--- config.mk ---
export PLATFORM = sky130hd
export DESIGN_NAME = icpd_top
export DESIGN_NICKNAME = d
export VERILOG_FILES = /design/src/icpd_pkg.sv /design/src/icpd_tick_div.sv /design/src/icpd_trap_class.sv /design/src/icpd_top.sv
export SDC_FILE = /design/constraint.sdc
export NUM_CORES = 1
export LEC_CHECK = 0
export ABC_CLOCK_PERIOD_IN_PS = 4700
export BUFFER_PORTS_ARGS = -buffer_cell sky130_fd_sc_hd__buf_2
export CAP_MARGIN = 20
export CORE_MARGIN = 4
export CORE_UTILIZATION = 45
export CTS_BUF_LIST = sky130_fd_sc_hd__clkbuf_16
export DETAILED_ROUTE_END_ITERATION = 6
export HOLD_SLACK_MARGIN = 0.12
export PLACE_DENSITY = 0.68
export REMOVE_ABC_BUFFERS = 1
export SYNTH_ARGS = -nofsm -noshare
export SYNTH_HDL_FRONTEND = slang
export SYNTH_SLANG_ARGS = --single-unit
export TNS_END_PERCENT = 50
--- constraint.sdc ---
create_clock -name CLOCK -period 4.7 [get_ports CLOCK]
set_input_delay 0.47 -clock CLOCK [delete_from_list [all_inputs] [get_ports CLOCK]]
set_output_delay 0.47 -clock CLOCK [all_outputs]
set_load 0.05 [all_outputs]
--- src/icpd_pkg.sv ---
// Constants and types shared by the interval clock and programmed I/O dispatch logic.
// Assumes a single 250 MHz clock domain with a synchronous active-low reset.
//
// How it works
// - Enabled interval clock turns each 250 Hz timing pulse into a fetch-cycle trap.
// - That fetch-cycle trap becomes an external interrupt request.
// - Clock interrupt is dropped while interrupts are disabled, serviced when enabled.
// - Input function 11 returns controller identifier; function 13 returns interrupt vector.
// - Control pulse function 0 starts the timer; function 2 stops it.
// - Control pulse function 1 clears a pending phantom interrupt code interrupt.
// - Control pulse function 17 octal initialises the interval timer.
// - Output function 13 writes vector; function 7 also passes accumulator data out.
// - Skip function 0 skips when the timer is not requesting an interrupt.
// - In V and I modes clock commands come through the extended-I/O instruction.
// - S/R operative: type bits 1-2, 1100 in 3-6, function 7-10, address 11-16.
// - Type 00 control pulse, 01 skip, 11 output, 10 input.
// - In V mode direct programmed I/O instructions do not execute.
// - Extended-I/O executes effective address bits 17-32 as the operative.
// - Missing memory, uncorrected ECC, machine check and parity traps raise only a check report.
// - External, memory increment and interval timer traps raise an interrupt break.
// - Integer exception, access and restricted mode violations raise a fault.
// - Lookaside buffer miss may raise page fault or segment fault.
// - Unclassified traps cause no further action.
// - Four-bit function selects one of sixteen controller-defined commands per operation.
// - Interval clock lives at controller address octal 20.
package icpd_pkg;

  // ----------------------------------------------------------------
  // Operative layout (bit 1 of the manual is bit 15 here)
  // ----------------------------------------------------------------
  localparam int OP_TYPE_HI = 15;
  localparam int OP_TYPE_LO = 14;
  localparam int OP_EXT_HI = 13;
  localparam int OP_EXT_LO = 10;
  localparam int OP_FUNC_HI = 9;
  localparam int OP_FUNC_LO = 6;
  localparam int OP_ADDR_HI = 5;
  localparam int OP_ADDR_LO = 0;
  localparam logic [3:0] SR_EXT_CODE = 4'hC;
  localparam logic [5:0] CLOCK_CTRL_ADDR = 6'h10;

  // ----------------------------------------------------------------
  // Basic operation types and clock functions
  // ----------------------------------------------------------------
  localparam logic [1:0] TYPE_CTRL_PULSE = 2'h0;
  localparam logic [1:0] TYPE_SKIP = 2'h1;
  localparam logic [1:0] TYPE_INPUT = 2'h2;
  localparam logic [1:0] TYPE_OUTPUT = 2'h3;
  localparam logic [3:0] FN_START = 4'h0;
  localparam logic [3:0] FN_CLR_PIC = 4'h1;
  localparam logic [3:0] FN_STOP = 4'h2;
  localparam logic [3:0] FN_INIT = 4'hF;
  localparam logic [3:0] FN_DATA_OUT = 4'h7;
  localparam logic [3:0] FN_READ_ID = 4'h9;
  localparam logic [3:0] FN_VECTOR = 4'hB;
  localparam logic [3:0] FN_SKIP_IDLE = 4'h0;

  // ----------------------------------------------------------------
  // Timing and reset values
  // ----------------------------------------------------------------
  localparam int CLK_HZ = 250_000_000;
  localparam int TICK_HZ = 250;
  localparam int TICK_CYCLES = CLK_HZ / TICK_HZ;
  localparam logic [15:0] VECTOR_RESET = 16'h0000;

  // ----------------------------------------------------------------
  // Processor modes and trap classes
  // ----------------------------------------------------------------
  typedef enum logic [1:0] {MODE_S, MODE_R, MODE_V, MODE_I} icpd_mode_t;

  typedef enum logic [3:0] {
    TRAP_NONE, TRAP_MISSING_MEM, TRAP_ECC_UNCORR, TRAP_MACHINE_CHECK, TRAP_PARITY,
    TRAP_EXT_INT, TRAP_MEM_INCR, TRAP_TIMER, TRAP_INT_EXC, TRAP_ACCESS,
    TRAP_RESTRICT, TRAP_SEG_LOOKASIDE, TRAP_POWER_FAIL, TRAP_ECC_CHECK, TRAP_OTHER
  } icpd_trap_t;

  typedef enum logic [2:0] {
    BRK_NONE, BRK_REPORT_CHECK, BRK_INTERRUPT, BRK_FAULT, BRK_PAGE_SEG_FAULT, BRK_CHECK
  } icpd_break_t;

endpackage

--- src/icpd_tick_div.sv ---
// Divider turning the fast clock into a one-cycle interval pulse.
// Assumes a single clock; counting runs only while enabled.
`timescale 1ns/1ps
module icpd_tick_div #(
  parameter int DIVISOR = icpd_pkg::TICK_CYCLES
) (
  // Clock and reset
  input wire logic CLOCK,
  input wire logic RST_N,
  // Control
  input wire logic run,
  input wire logic restart,
  // Pulse
  output logic tick
);
  import icpd_pkg::*;

  typedef struct packed {
    logic [31:0] count;
    logic tick;
  } icpd_div_state_t;

  icpd_div_state_t s_q;
  icpd_div_state_t s_d;

  always_comb begin
    s_d = s_q;
    s_d.tick = 1'b0;
    if (restart) begin
      s_d.count = 32'h0;
    end else if (run) begin
      if (s_q.count == 32'(DIVISOR - 1)) begin
        s_d.count = 32'h0;
        s_d.tick = 1'b1;
      end else begin
        s_d.count = s_q.count + 32'h1;
      end
    end
  end

  always_ff @(posedge CLOCK) begin
    if (!RST_N) begin
      s_q <= '0;
    end else begin
      s_q <= s_d;
    end
  end

  assign tick = s_q.tick;

  property p_tick_needs_run;
    @(posedge CLOCK) disable iff (!RST_N) tick |-> $past(run) && !$past(restart);
  endproperty
  a_tick_needs_run: assert property (p_tick_needs_run) else $error("Tick without run.");
endmodule // icpd_tick_div

--- src/icpd_trap_class.sv ---
// Classifier mapping a trap class onto the software break it causes.
// Assumes the trap code is stable in the cycle it is flagged valid.
`timescale 1ns/1ps
module icpd_trap_class (
  // Trap in
  input wire logic trap_valid,
  input icpd_pkg::icpd_trap_t trap_code,
  // Break out
  output icpd_pkg::icpd_break_t break_kind
);
  import icpd_pkg::*;

  always_comb begin
    break_kind = BRK_NONE;
    if (trap_valid) begin
      case (trap_code)
        TRAP_MISSING_MEM, TRAP_ECC_UNCORR, TRAP_MACHINE_CHECK, TRAP_PARITY:
          break_kind = BRK_REPORT_CHECK;
        TRAP_EXT_INT, TRAP_MEM_INCR, TRAP_TIMER:
          break_kind = BRK_INTERRUPT;
        TRAP_INT_EXC, TRAP_ACCESS, TRAP_RESTRICT:
          break_kind = BRK_FAULT;
        TRAP_SEG_LOOKASIDE:
          break_kind = BRK_PAGE_SEG_FAULT;
        TRAP_POWER_FAIL, TRAP_ECC_CHECK:
          break_kind = BRK_CHECK;
        default:
          break_kind = BRK_NONE;
      endcase
    end
  end
endmodule // icpd_trap_class

--- src/icpd_top.sv ---
// Interval clock controller with programmed I/O decode and trap break classification.
// Assumes operatives arrive as one-cycle strobes from processor logic on the same clock,
// and the timing source pulse is a pin from outside the clock domain.
`timescale 1ns/1ps
module icpd_top #(
  parameter int TICK_DIVISOR = icpd_pkg::TICK_CYCLES,
  parameter logic [15:0] CTRL_ID = 16'h0055 // Arbitrary identifier value.
) (
  // Clock and reset
  input wire logic CLOCK,
  input wire logic RST_N,
  // Processor state
  input icpd_pkg::icpd_mode_t MODE,
  input wire logic INT_ENABLE,
  input wire logic CLOCK_ENABLE,
  // Timing source: external pulse pin, or internal divider when USE_DIVIDER is high
  input wire logic TIMING_PIN,
  input wire logic USE_DIVIDER,
  // Instruction issue
  input wire logic DIRECT_VALID,
  input wire logic [15:0] DIRECT_WORD,
  input wire logic EIO_VALID,
  input wire logic [31:0] EIO_ADDR,
  input wire logic [15:0] ACC_IN,
  // Instruction results
  output logic DONE,
  output logic ILLEGAL,
  output logic SKIP,
  output logic ACC_LOAD,
  output logic [15:0] ACC_OUT,
  // Controller bus to other controllers
  output logic PIO_STROBE,
  output logic [1:0] PIO_TYPE,
  output logic [3:0] PIO_FUNC,
  output logic [5:0] PIO_ADDR,
  output logic [15:0] PIO_DATA,
  // Fetch-cycle trap and interrupt
  input wire logic FETCH_POINT,
  output logic FETCH_TRAP,
  output logic EXT_INT_REQ,
  output logic INT_DISCARDED,
  output logic TIMER_RUNNING,
  output logic TIMER_PENDING,
  // Trap classification
  input wire logic TRAP_VALID,
  input icpd_pkg::icpd_trap_t TRAP_CODE,
  output icpd_pkg::icpd_break_t BREAK_KIND
);
  import icpd_pkg::*;

  // ----------------------------------------------------------------
  // State
  // ----------------------------------------------------------------
  typedef struct packed {
    logic pin_s1;
    logic pin_s2;
    logic pin_s3;
    logic running;
    logic tick_pending;
    logic pending;
    logic pic_pending;
    logic [15:0] vector;
    logic done;
    logic illegal;
    logic skip;
    logic acc_load;
    logic [15:0] acc_out;
    logic strobe;
    logic [1:0] ptype;
    logic [3:0] pfunc;
    logic [5:0] paddr;
    logic [15:0] pdata;
    logic fetch_trap;
    logic ext_int;
    logic discarded;
  } icpd_state_t;

  icpd_state_t s_q;
  icpd_state_t s_d;

  logic div_tick;
  logic div_restart;
  logic pin_rise;
  logic tick;
  logic op_valid;
  logic [15:0] op;
  logic [1:0] op_type;
  logic [3:0] op_ext;
  logic [3:0] op_func;
  logic [5:0] op_addr;
  logic v_or_i;
  logic op_ok;
  logic for_clock;

  // ----------------------------------------------------------------
  // Timing source
  // ----------------------------------------------------------------
  // Initialise also restarts the divider so the first interval is full length.
  assign div_restart = s_d.running && !s_q.running || (op_ok && for_clock && op_type == TYPE_CTRL_PULSE
                       && op_func == FN_INIT);

  icpd_tick_div #(
    .DIVISOR(TICK_DIVISOR)
  ) u_div (
    .CLOCK(CLOCK),
    .RST_N(RST_N),
    .run(s_q.running && USE_DIVIDER),
    .restart(div_restart),
    .tick(div_tick)
  );

  // The edge detector reads only the second and third stages, never the first.
  assign pin_rise = s_q.pin_s2 && !s_q.pin_s3;
  assign tick = USE_DIVIDER ? div_tick : (pin_rise && s_q.running);

  // ----------------------------------------------------------------
  // Operative selection and decode
  // ----------------------------------------------------------------
  assign v_or_i = (MODE == MODE_V) || (MODE == MODE_I);
  assign op = v_or_i ? EIO_ADDR[15:0] : DIRECT_WORD;
  assign op_valid = v_or_i ? EIO_VALID : DIRECT_VALID;
  assign op_type = op[OP_TYPE_HI:OP_TYPE_LO];
  assign op_ext = op[OP_EXT_HI:OP_EXT_LO];
  assign op_func = op[OP_FUNC_HI:OP_FUNC_LO];
  assign op_addr = op[OP_ADDR_HI:OP_ADDR_LO];
  // In V and I modes bits 3-6 extend the type and are not checked.
  assign op_ok = op_valid && (v_or_i || op_ext == SR_EXT_CODE);
  assign for_clock = op_addr == CLOCK_CTRL_ADDR;

  // ----------------------------------------------------------------
  // Next state
  // ----------------------------------------------------------------
  always_comb begin
    s_d = s_q;
    s_d.pin_s1 = TIMING_PIN;
    s_d.pin_s2 = s_q.pin_s1;
    s_d.pin_s3 = s_q.pin_s2;
    s_d.done = 1'b0;
    s_d.illegal = 1'b0;
    s_d.skip = 1'b0;
    s_d.acc_load = 1'b0;
    s_d.strobe = 1'b0;
    s_d.fetch_trap = 1'b0;
    s_d.ext_int = 1'b0;
    s_d.discarded = 1'b0;

    // A direct instruction in V or I mode, or a malformed S/R word, is refused.
    if ((v_or_i && DIRECT_VALID) || (op_valid && !op_ok)) begin
      s_d.illegal = 1'b1;
    end

    if (op_ok) begin
      s_d.done = 1'b1;
      if (!for_clock) begin
        // Other controllers decode their own address on the bus.
        s_d.strobe = 1'b1;
        s_d.ptype = op_type;
        s_d.pfunc = op_func;
        s_d.paddr = op_addr;
        s_d.pdata = ACC_IN;
      end else begin
        case (op_type)
          TYPE_CTRL_PULSE: begin
            case (op_func)
              FN_START: s_d.running = 1'b1;
              FN_STOP: s_d.running = 1'b0;
              FN_CLR_PIC: s_d.pic_pending = 1'b0;
              FN_INIT: begin
                s_d.running = 1'b0;
                s_d.pending = 1'b0;
                s_d.tick_pending = 1'b0;
              end
              default: s_d.done = 1'b1;
            endcase
          end
          TYPE_SKIP: begin
            // State is only looked at here, never cleared.
            if (op_func == FN_SKIP_IDLE) begin
              s_d.skip = !s_q.pending;
            end
          end
          TYPE_INPUT: begin
            if (op_func == FN_READ_ID) begin
              s_d.acc_load = 1'b1;
              s_d.acc_out = CTRL_ID;
            end else if (op_func == FN_VECTOR) begin
              s_d.acc_load = 1'b1;
              s_d.acc_out = s_q.vector;
              // The vector read acknowledges service; a new request in the same cycle still wins.
              s_d.pending = 1'b0;
            end
          end
          TYPE_OUTPUT: begin
            if (op_func == FN_VECTOR) begin
              s_d.vector = ACC_IN;
            end else if (op_func == FN_DATA_OUT) begin
              s_d.strobe = 1'b1;
              s_d.ptype = op_type;
              s_d.pfunc = op_func;
              s_d.paddr = op_addr;
              s_d.pdata = ACC_IN;
            end
          end
          default: s_d.done = 1'b1;
        endcase
      end
    end

    // A pulse waits for the next fetch point; it is taken only while the clock is enabled.
    if (tick && CLOCK_ENABLE) begin
      s_d.tick_pending = 1'b1;
    end
    if (s_q.tick_pending && FETCH_POINT) begin
      s_d.tick_pending = tick && CLOCK_ENABLE;
      s_d.fetch_trap = 1'b1;
      if (INT_ENABLE) begin
        s_d.ext_int = 1'b1;
        s_d.pending = 1'b1;
        s_d.pic_pending = 1'b1;
      end else begin
        s_d.discarded = 1'b1;
      end
    end
  end

  always_ff @(posedge CLOCK) begin
    if (!RST_N) begin
      s_q <= '0;
      s_q.vector <= VECTOR_RESET;
    end else begin
      s_q <= s_d;
    end
  end

  // ----------------------------------------------------------------
  // Trap classification and outputs
  // ----------------------------------------------------------------
  icpd_trap_class u_class (
    .trap_valid(TRAP_VALID),
    .trap_code(TRAP_CODE),
    .break_kind(BREAK_KIND)
  );

  assign DONE = s_q.done;
  assign ILLEGAL = s_q.illegal;
  assign SKIP = s_q.skip;
  assign ACC_LOAD = s_q.acc_load;
  assign ACC_OUT = s_q.acc_out;
  assign PIO_STROBE = s_q.strobe;
  assign PIO_TYPE = s_q.ptype;
  assign PIO_FUNC = s_q.pfunc;
  assign PIO_ADDR = s_q.paddr;
  assign PIO_DATA = s_q.pdata;
  assign FETCH_TRAP = s_q.fetch_trap;
  assign EXT_INT_REQ = s_q.ext_int;
  assign INT_DISCARDED = s_q.discarded;
  assign TIMER_RUNNING = s_q.running;
  assign TIMER_PENDING = s_q.pending;

  // ----------------------------------------------------------------
  // Checks
  // ----------------------------------------------------------------
  property p_trap_at_fetch;
    @(posedge CLOCK) disable iff (!RST_N) FETCH_TRAP |-> $past(FETCH_POINT);
  endproperty
  a_trap_at_fetch: assert property (p_trap_at_fetch) else $error("Trap off fetch point.");

  property p_int_from_trap;
    @(posedge CLOCK) disable iff (!RST_N) EXT_INT_REQ |-> FETCH_TRAP && $past(INT_ENABLE);
  endproperty
  a_int_from_trap: assert property (p_int_from_trap) else $error("Interrupt without trap.");

  property p_discard;
    @(posedge CLOCK) disable iff (!RST_N) FETCH_TRAP && !$past(INT_ENABLE) |-> INT_DISCARDED && !EXT_INT_REQ;
  endproperty
  a_discard: assert property (p_discard) else $error("Interrupt not discarded.");

  property p_start;
    @(posedge CLOCK) disable iff (!RST_N)
      op_ok && for_clock && op_type == TYPE_CTRL_PULSE && op_func == FN_START |=> TIMER_RUNNING;
  endproperty
  a_start: assert property (p_start) else $error("Start failed.");

  property p_stop;
    @(posedge CLOCK) disable iff (!RST_N)
      op_ok && for_clock && op_type == TYPE_CTRL_PULSE && op_func == FN_STOP |=> !TIMER_RUNNING;
  endproperty
  a_stop: assert property (p_stop) else $error("Stop failed.");

  property p_read_id;
    @(posedge CLOCK) disable iff (!RST_N)
      op_ok && for_clock && op_type == TYPE_INPUT && op_func == FN_READ_ID |=> ACC_LOAD && ACC_OUT == CTRL_ID;
  endproperty
  a_read_id: assert property (p_read_id) else $error("Identifier not loaded.");

  property p_vec_round;
    @(posedge CLOCK) disable iff (!RST_N)
      op_ok && for_clock && op_type == TYPE_OUTPUT && op_func == FN_VECTOR |=> s_q.vector == $past(ACC_IN);
  endproperty
  a_vec_round: assert property (p_vec_round) else $error("Vector not written.");

  property p_skip;
    @(posedge CLOCK) disable iff (!RST_N)
      op_ok && for_clock && op_type == TYPE_SKIP && op_func == FN_SKIP_IDLE && !s_q.pending |=> SKIP;
  endproperty
  a_skip: assert property (p_skip) else $error("Skip missed.");

  property p_clr_pic;
    @(posedge CLOCK) disable iff (!RST_N)
      op_ok && for_clock && op_type == TYPE_CTRL_PULSE && op_func == FN_CLR_PIC
      && !(s_q.tick_pending && FETCH_POINT && INT_ENABLE) |=> !s_q.pic_pending;
  endproperty
  a_clr_pic: assert property (p_clr_pic) else $error("Phantom interrupt not cleared.");

  property p_v_direct;
    @(posedge CLOCK) disable iff (!RST_N) v_or_i && DIRECT_VALID && !EIO_VALID |=> ILLEGAL && !DONE;
  endproperty
  a_v_direct: assert property (p_v_direct) else $error("Direct op ran in V mode.");
endmodule // icpd_top

Word level (Yosys, flattened, before mapping)
Memories as Yosys holds them, arrays and structs flattened.
Cells that the tools add are included.
{"block": "totals", "elab_cells": 113, "regBits": 108, "mem_bits_ro": 48, "mem_count": 1}
{"block": "classes", "bitwise": 2, "addsub": 1, "n_reduce_logical": 38, "n_mux": 31, "n_eq_ne": 17}
{"memory": "(no name shown)", "words": 16, "width": 3, "read_ports": 1, "rd_ports_with_merged_regs": 0, "write_ports": 0, "line_no": "icpd_trap_class.sv:16", "source": "case (trap_code)"}
{"cell": "$mux 29", "n": 4}
{"cell": "$mux 16", "n": 3}
{"cell": "$mux 21", "n": 2}
{"cell": "$mux 17", "n": 2}
{"cell": "$add 32x1->32 const B", "n": 1}
{"cell": "$eq 32x20->1 const B", "n": 1}
{"cell": "$mux 32", "n": 1}
{"cell": "$reduce_and 4->1", "n": 5}
{"cell": "$eq 4x4->1 const B", "n": 4}
{"cell": "$logic_and 1x1->1", "n": 12}
{"cell": "$reduce_bool 3->1", "n": 4}
{"cell": "$mux 1", "n": 11}
{"cell": "$mux 3", "n": 3}
{"cell": "$eq 2x2->1 const B", "n": 4}
{"cell": "$eq 6x5->1 const B", "n": 1}
{"cell": "$mux 2", "n": 3}
{"cell": "$reduce_and 5->1", "n": 1}
{"cell": "$eq 4x1->1 const B", "n": 1}
{"cell": "$eq 4x2->1 const B", "n": 1}
{"cell": "$eq 4x3->1 const B", "n": 1}
{"cell": "$logic_not 1->1", "n": 4}
{"cell": "$logic_not 4->1", "n": 1}
{"cell": "$logic_or 1x1->1", "n": 4}
{"cell": "$ne 2x1->1 const B", "n": 2}
{"cell": "other kinds (9)", "n": 13}

Depth between registers and ports, before layout
{"block": "logic_depth", "depth_word": 12, "mapped_depth": 9}

Hierarchy
A second synthesis with hierarchy kept.
{"block": "hier_totals", "cells_unflattened": 538, "area_unflattened_um2": 5033.6}
{"module": "icpd_top", "area_per_inst_um2": 3299.4, "cells_each": 335, "n_inst": 1}
{"module": "icpd_tick_div", "area_per_inst_um2": 1652.8, "cells_each": 189, "n_inst": 1}
{"module": "icpd_trap_class", "area_per_inst_um2": 81.3, "cells_each": 14, "n_inst": 1}

Worst setup path before layout
OpenSTA, ideal clock, no wires.
{"block": "synth_path", "kind": "input-to-reg", "from": "input port MODE[1]", "to": "register s_q[66] (netlist bit)", "arrival_time_ns": 2.163, "path_slack_ns": 2.409, "stages": 8, "required_time_ns": 4.572, "path_cell_list": "buf_2 -> buf_6 -> nor3b_1 -> o22ai_1 -> a2111oi_4 -> buf_6 -> mux2i_1 -> nor2_1"}
{"block": "synth_via", "elab_chain_cells": 7}
{"element": "from (decl)", "line_no": "icpd_top.sv:13", "source": "input icpd_pkg::icpd_mode_t MODE,"}
{"element": "$eq 2x2->1", "line_no": "icpd_top.sv:119", "source": "assign v_or_i = (MODE == MODE_V) || (MODE == MODE_I);"}
{"element": "$logic_or 1x1->1 (*)", "line_no": "icpd_top.sv:119"}
{"element": "$mux 16", "line_no": "icpd_top.sv:120", "source": "assign op = v_or_i ? EIO_ADDR[15:0] : DIRECT_WORD;"}
{"element": "$eq 4x4->1", "line_no": "icpd_top.sv:127", "source": "assign op_ok = op_valid && (v_or_i || op_ext == SR_EXT_CODE);"}
{"element": "$logic_or 1x1->1", "line_no": "icpd_top.sv:127"}
{"element": "$logic_and 1x1->1", "line_no": "icpd_top.sv:127"}
{"element": "$reduce_and 4->1 (no line) (*)"}
{"element": "to (decl)", "line_no": "icpd_top.sv:78", "source": "icpd_state_t s_q;"}
Mark *: on every way between the ends. The rest lies on a longest branch, timed or not.
A chain may end at the register's enable or synchronous reset.

Worst setup path after layout
{"block": "layout_path", "from": "input port MODE[1]", "to": "register u_div.s_q[25] (netlist bit)"}
{"block": "layout_via", "elab_chain_cells": 12}
{"element": "$eq 2x2->1", "line_no": "icpd_top.sv:119"}
{"element": "$logic_or 1x1->1 (*)", "line_no": "icpd_top.sv:119"}
{"element": "$mux 16", "line_no": "icpd_top.sv:120"}
{"element": "$eq 4x4->1 / $eq 4x2->1 (equally long branches)", "line_no": "icpd_top.sv:100, icpd_top.sv:164"}
{"element": "$reduce_or 2->1 (no line)"}
{"element": "$pmux 1 s2", "line_no": "icpd_top.sv:164", "source": "case (op_func)"}
{"element": "$mux 2", "line_no": "icpd_top.sv:162", "source": "case (op_type)"}
{"element": "$mux 21", "line_no": "icpd_top.sv:154", "source": "if (!for_clock) begin"}
{"element": "$mux 21", "line_no": "icpd_top.sv:152", "source": "if (op_ok) begin"}
{"element": "$logic_and 1x1->1", "line_no": "icpd_top.sv:99", "source": "assign div_restart = s_d.running && !s_q.running || (op_ok && for_clock && op_type == TYPE_CTRL_PULSE"}
{"element": "$logic_or 1x1->1 (*)", "line_no": "icpd_top.sv:99"}
{"element": "$reduce_or 2->1 (no line) (*)"}
{"element": "to (signal assigned)", "line_no": "icpd_tick_div.sv:43", "source": "s_q <= '0;"}
{"element": "to (signal assigned)", "line_no": "icpd_tick_div.sv:45", "source": "s_q <= s_d;"}
{"element": "to (decl)", "line_no": "icpd_tick_div.sv:23", "source": "icpd_div_state_t s_q;"}
Mark *: on every way between the ends. The rest lies on a longest branch, timed or not. The select of a mux whose other input is x is not followed.

==> summary by stage <==
Power
The worst ir drop on vdd is 183 uV. The leakage power total is 2.36 nW. The design draws 1.95 mW. In this run the power density over the cells is 344 nW/um2.

Worst setup path
The worst setup path is captured at a flop. The most critical setup path has its startpoint at MODE[1]. The critical path crosses 6 cells after its start point. The startpoint of the worst-slack reg-to-reg timing path is u_div.s_q[10]. The number of cells on the worst reg-to-reg path is 6. The most critical setup path has its endpoint at u_div.s_q[25]. The count of buffer and inverter cells on the critical path is 2. The biggest cell delay along the critical path is 0.60 ns. STA classifies the critical path startpoint as an input port. The worst setup path category is input port to flop.

The critical path goes through buf_2 -> nand3_1 -> a2111o_1 -> o21ai_2 -> buf_6 -> nor2_1. The family of cells with the greatest summed delay on the critical path is compound AO/OA/AOI/OAI gates. Setup slack on the worst reg-to-reg path comes out at 2.22 ns. The worst endpoint data arrival time is 2.88 ns. The critical path's slowest cell is a2111o_1. The endpoint identified for the worst register-to-register timing path is u_div.s_q[25].

The worst-path maximum fanout is 29. The required time at the worst-slack endpoint is 4.94 ns.

Clocking
Clock tree synthesis selected as its root buffer the cell clkbuf_16. No sink is reached through more buffers than the 2 on the longest clock path. The H-tree depth reported by CTS is 3.

Clock tree synthesis inserted a total of 9 buffers. For the worst-skew pair, the clock arrives at the later sink with an insertion delay of 0.35 ns. The post-CTS setup repair buffer count is 0. The count of hold-fix buffers inserted at cts is 0. The CTS tree is built. The clock net in this run drives a total of 107 sinks. The post-cts sizing count is 0. The clock-pin slew of the registers on the worst-case setup and hold paths is 0.07 ns.

Final layout
At the end of the flow the core is filled with cells to 0.523. The final net count is 699. Leaving out filler cells and counting taps, the final layout contains 763.

Compared with the post-synthesis result, the final layout area differs by 13.2%. Of the cells placed in the final design, the portion with a size suffix greater than 1 is 0.249. The finished cells cover 5670 um2.

The repair_antennas step left the layout with diodes totalling 0. Counting the fill cells in the layout gives 1002.

Routing
The number of DRC violations after detailed-routing iteration 0 is 171. The top routing layer in use is met4. The routed design uses 5.67 mm of met2 wire. For this block, wires on met1 add up to 5.16 mm. The via count of the routed design is 4159.

For this block, the routed nets add up to 11.8 mm of wire. The post-route DRC violation count is 0. Once detail routing completed, the nets flagged for antenna violations numbered 0. The routed length on met3 is 804 um. The via-per-instance ratio is 5.45. The first-pass iteration count of the detailed router is 4. After detailed routing, the average wire length per cell comes to 15.5 um.

Timing
Setup violations remaining at the end of the flow were counted as 0. The final critical-path required period is 2.64 ns. The tightest hold path in the finished design has a slack of 0.283 ns. The setup total negative slack is 0 ns. In the finished design, the share of the clock period the worst path needs comes to 0.561. Setup repair after global routing left no endpoint under its margin. Headroom to the max-slew limit came out at 0.318. In the post-route analysis, the smallest setup slack over all paths is 2.06 ns.

The maximum clock skew at final layout is 0.00572 ns. The max-slew violation total from the final report came to 0. Static timing analysis puts the maximum clock frequency at 0.379 GHz. The transition time of the tightest slew-check pin is 1.02 ns.

The number of failing hold endpoints at the final stage was 0.

Global route
Entering global routing, the biggest net connects 52 pins. The first global-routing pass estimated 18.7 mm of wire. In the global route stage, overall resource usage came out at 0.177. The total global routing overflow is 0. The via count of the first global-routing pass is 4030. The number of antenna violations at the first check in global routing was 0.

Synth
In this run, synthesis inferred 0 flip-flops with an integrated enable. The mapped netlist covers 5000 um2. Counting flops and latches in the post-synthesis netlist gives 107. Of all flip-flops after synthesis, the portion carrying an async set or reset was 0. Of the total synthesized cell area, the portion taken by full adders, half adders and majority gates is 0.00250.

By area, the combinational part of the netlist is dominated by simple AND/OR/NAND/NOR gates. After synthesis, the mean cell area works out to 8.97 um2. The share of the Yosys chip area taken by registers is 0.428. Synthesis instantiated 54 different standard cells from the library. Of the post-synthesis cell area, the part taken by muxes is 0.0955. By area the synthesized netlist is led by dfxtp_1 43%, mux2i_1 8.2%, buf_4 6.6%. The area fraction of the dominant cell type after synthesis is 0.428. Of the total synthesized cell area, the portion taken by AND, OR, NAND and NOR gates is 0.210.

Among all flip-flop cells after synthesis, the most frequent one is dfxtp_1. The cell type with the highest aggregate area in the netlist is dfxtp_1. The fraction of the mapped netlist area in compound gates is 0.118. Of the total synthesized cell area, the portion taken by XOR and XNOR cells is 0.0472. Synthesis handed over a netlist of 558 instances.

The Yosys step of the flow raised 0 warnings.

Placement
Counting tap cells, the placed design contains a total of 746 instances. Summing all placed instances gives a cell area of 5320 um2. The placer congestion estimate is 0.795. The number of buffers added on ports is 115.

Timing analysis after detailed placement gives a worst setup slack of 1.48 ns. Summed over all nets, the half-perimeter wirelength after detailed placement is 8.14 mm.

Die
The floorplan step set the die width to 113 um. The floorplan die height is 113 um. The die footprint is 12900 um2. The floorplan core area is 10800 um2. The cell row count is 38. The boundary pin count is 137. The initial utilization of the core area, before any placement, comes to 0.462.

Hold path
The tightest min-delay check is of the input port to flop type.

Flow run
The tool flagged a number of max-cap violations equal to 0.

Outcome
The flow ran to the end, and the final reports show no timing, DRC or antenna violations.
[layout by cell type, fill, tap and decap left out, drive strengths merged, types with 2 or more instances in the layout]
cell type | synthesis | final
mux2i | 41 | 41
a21oi | 34 | 34
nand3 | 42 | 42
mux2 | 6 | 6
nand4b | 2 | 2
o21a | 2 | 2
and3 | 6 | 6
a22oi | 2 | 2
and3b | 2 | 2
inv | 4 | 7
and4 | 5 | 5
nor4b | 4 | 4
o22ai | 2 | 2
bufinv | 0 | 2
nor2 | 56 | 56
o221a | 5 | 5
and2 | 6 | 6
nand3b | 2 | 2
xnor2 | 4 | 4
xor2 | 23 | 23
buf | 56 | 122
nand2 | 42 | 42
nor4 | 6 | 6
dfxtp | 107 | 107
o21ai | 31 | 31
nand4 | 15 | 15
a211oi | 7 | 7
or3 | 5 | 5
nor3 | 4 | 4
a2111oi | 2 | 2
or4 | 2 | 2
clkbuf | 17 | 9
[how the worst min path moves through the flow]
stage | from | end | slack, ns | depth (start not counted)
after floorplan | s_d[73] | s_d[72] | 0.41 | 1
after global placement | s_d[73] | s_d[72] | 0.42 | 1
after detailed placement | s_d[73] | s_d[72] | 0.43 | 1
after CTS | INT_ENABLE | INT_DISCARDED | 0.27 | 2
after global routing | INT_ENABLE | INT_DISCARDED | 0.28 | 2
final | INT_ENABLE | INT_DISCARDED | 0.28 | 2
[area by class of cell]
| class | count | area (um2) | share of cell area |
|---|---|---|---|
| Multi-Input combinational cell | 374 | 2370 | 0.419 |
| Sequential cell | 107 | 2140 | 0.378 |
| Timing Repair Buffer | 122 | 632 | 0.112 |
| Clock buffer | 9 | 225 | 0.0398 |
| Tap cell | 140 | 175 | 0.0309 |
| Clock inverter | 7 | 105 | 0.0186 |
| Inverter | 4 | 15.0 | 0.00265 |
[synthesized netlist by cell type (all sizes together), types with 2 or more instances]
| cell type | n |
|---|---|
| dfxtp | 107 |
| buf | 56 |
| nor2 | 56 |
| nand2 | 42 |
| nand3 | 42 |
| mux2i | 41 |
| a21oi | 34 |
| o21ai | 31 |
| xor2 | 23 |
| clkbuf | 17 |
| nand4 | 15 |
| a211oi | 7 |
| and2 | 6 |
| and3 | 6 |
| mux2 | 6 |
| nor4 | 6 |
| and4 | 5 |
| o221a | 5 |
| or3 | 5 |
| inv | 4 |
| nor3 | 4 |
| nor4b | 4 |
| xnor2 | 4 |
| a2111oi | 2 |
| a22oi | 2 |
| and3b | 2 |
| nand3b | 2 |
| nand4b | 2 |
| o21a | 2 |
| o22ai | 2 |
| or4 | 2 |
[state kept, by name, indices dropped and copies added, names as in the netlist, 2 cells and up]
name,count
s_d,2
PIO_DATA,16
ACC_OUT,16
u_div.s_q,32
PIO_FUNC,4
PIO_TYPE,2
PIO_ADDR,6
s_q,18
[per-layer routing]
layer / vias to the layer above / GRT usage
met3: 19 / 0.0536
met1: 1978 / 0.213
met2: 109 / 0.303
met5: - / 0
li1: 2053 / -
met4: 0 / 0.0577
[cell families after synthesis]
group | after synthesis
and+or+nand+nor | 206
xor gates and xnor gates | 27
DFF | 107
adders and majority gates | 1
muxes | 47
AOI/OAI and AO/OA | 93
buffers and inverters | 77
[where the power goes]
part	switching (mW)	leakage (nW)	total [mW]	internal [mW]
Combinational	0.139	1.33	0.198	0.0595
Clock	0.349	0.159	0.824	0.475
Sequential	0.00729	0.867	0.930	0.922
Total	0.494	2.36	1.95	1.46
Note: power is estimated with default switching activity, not from simulation.
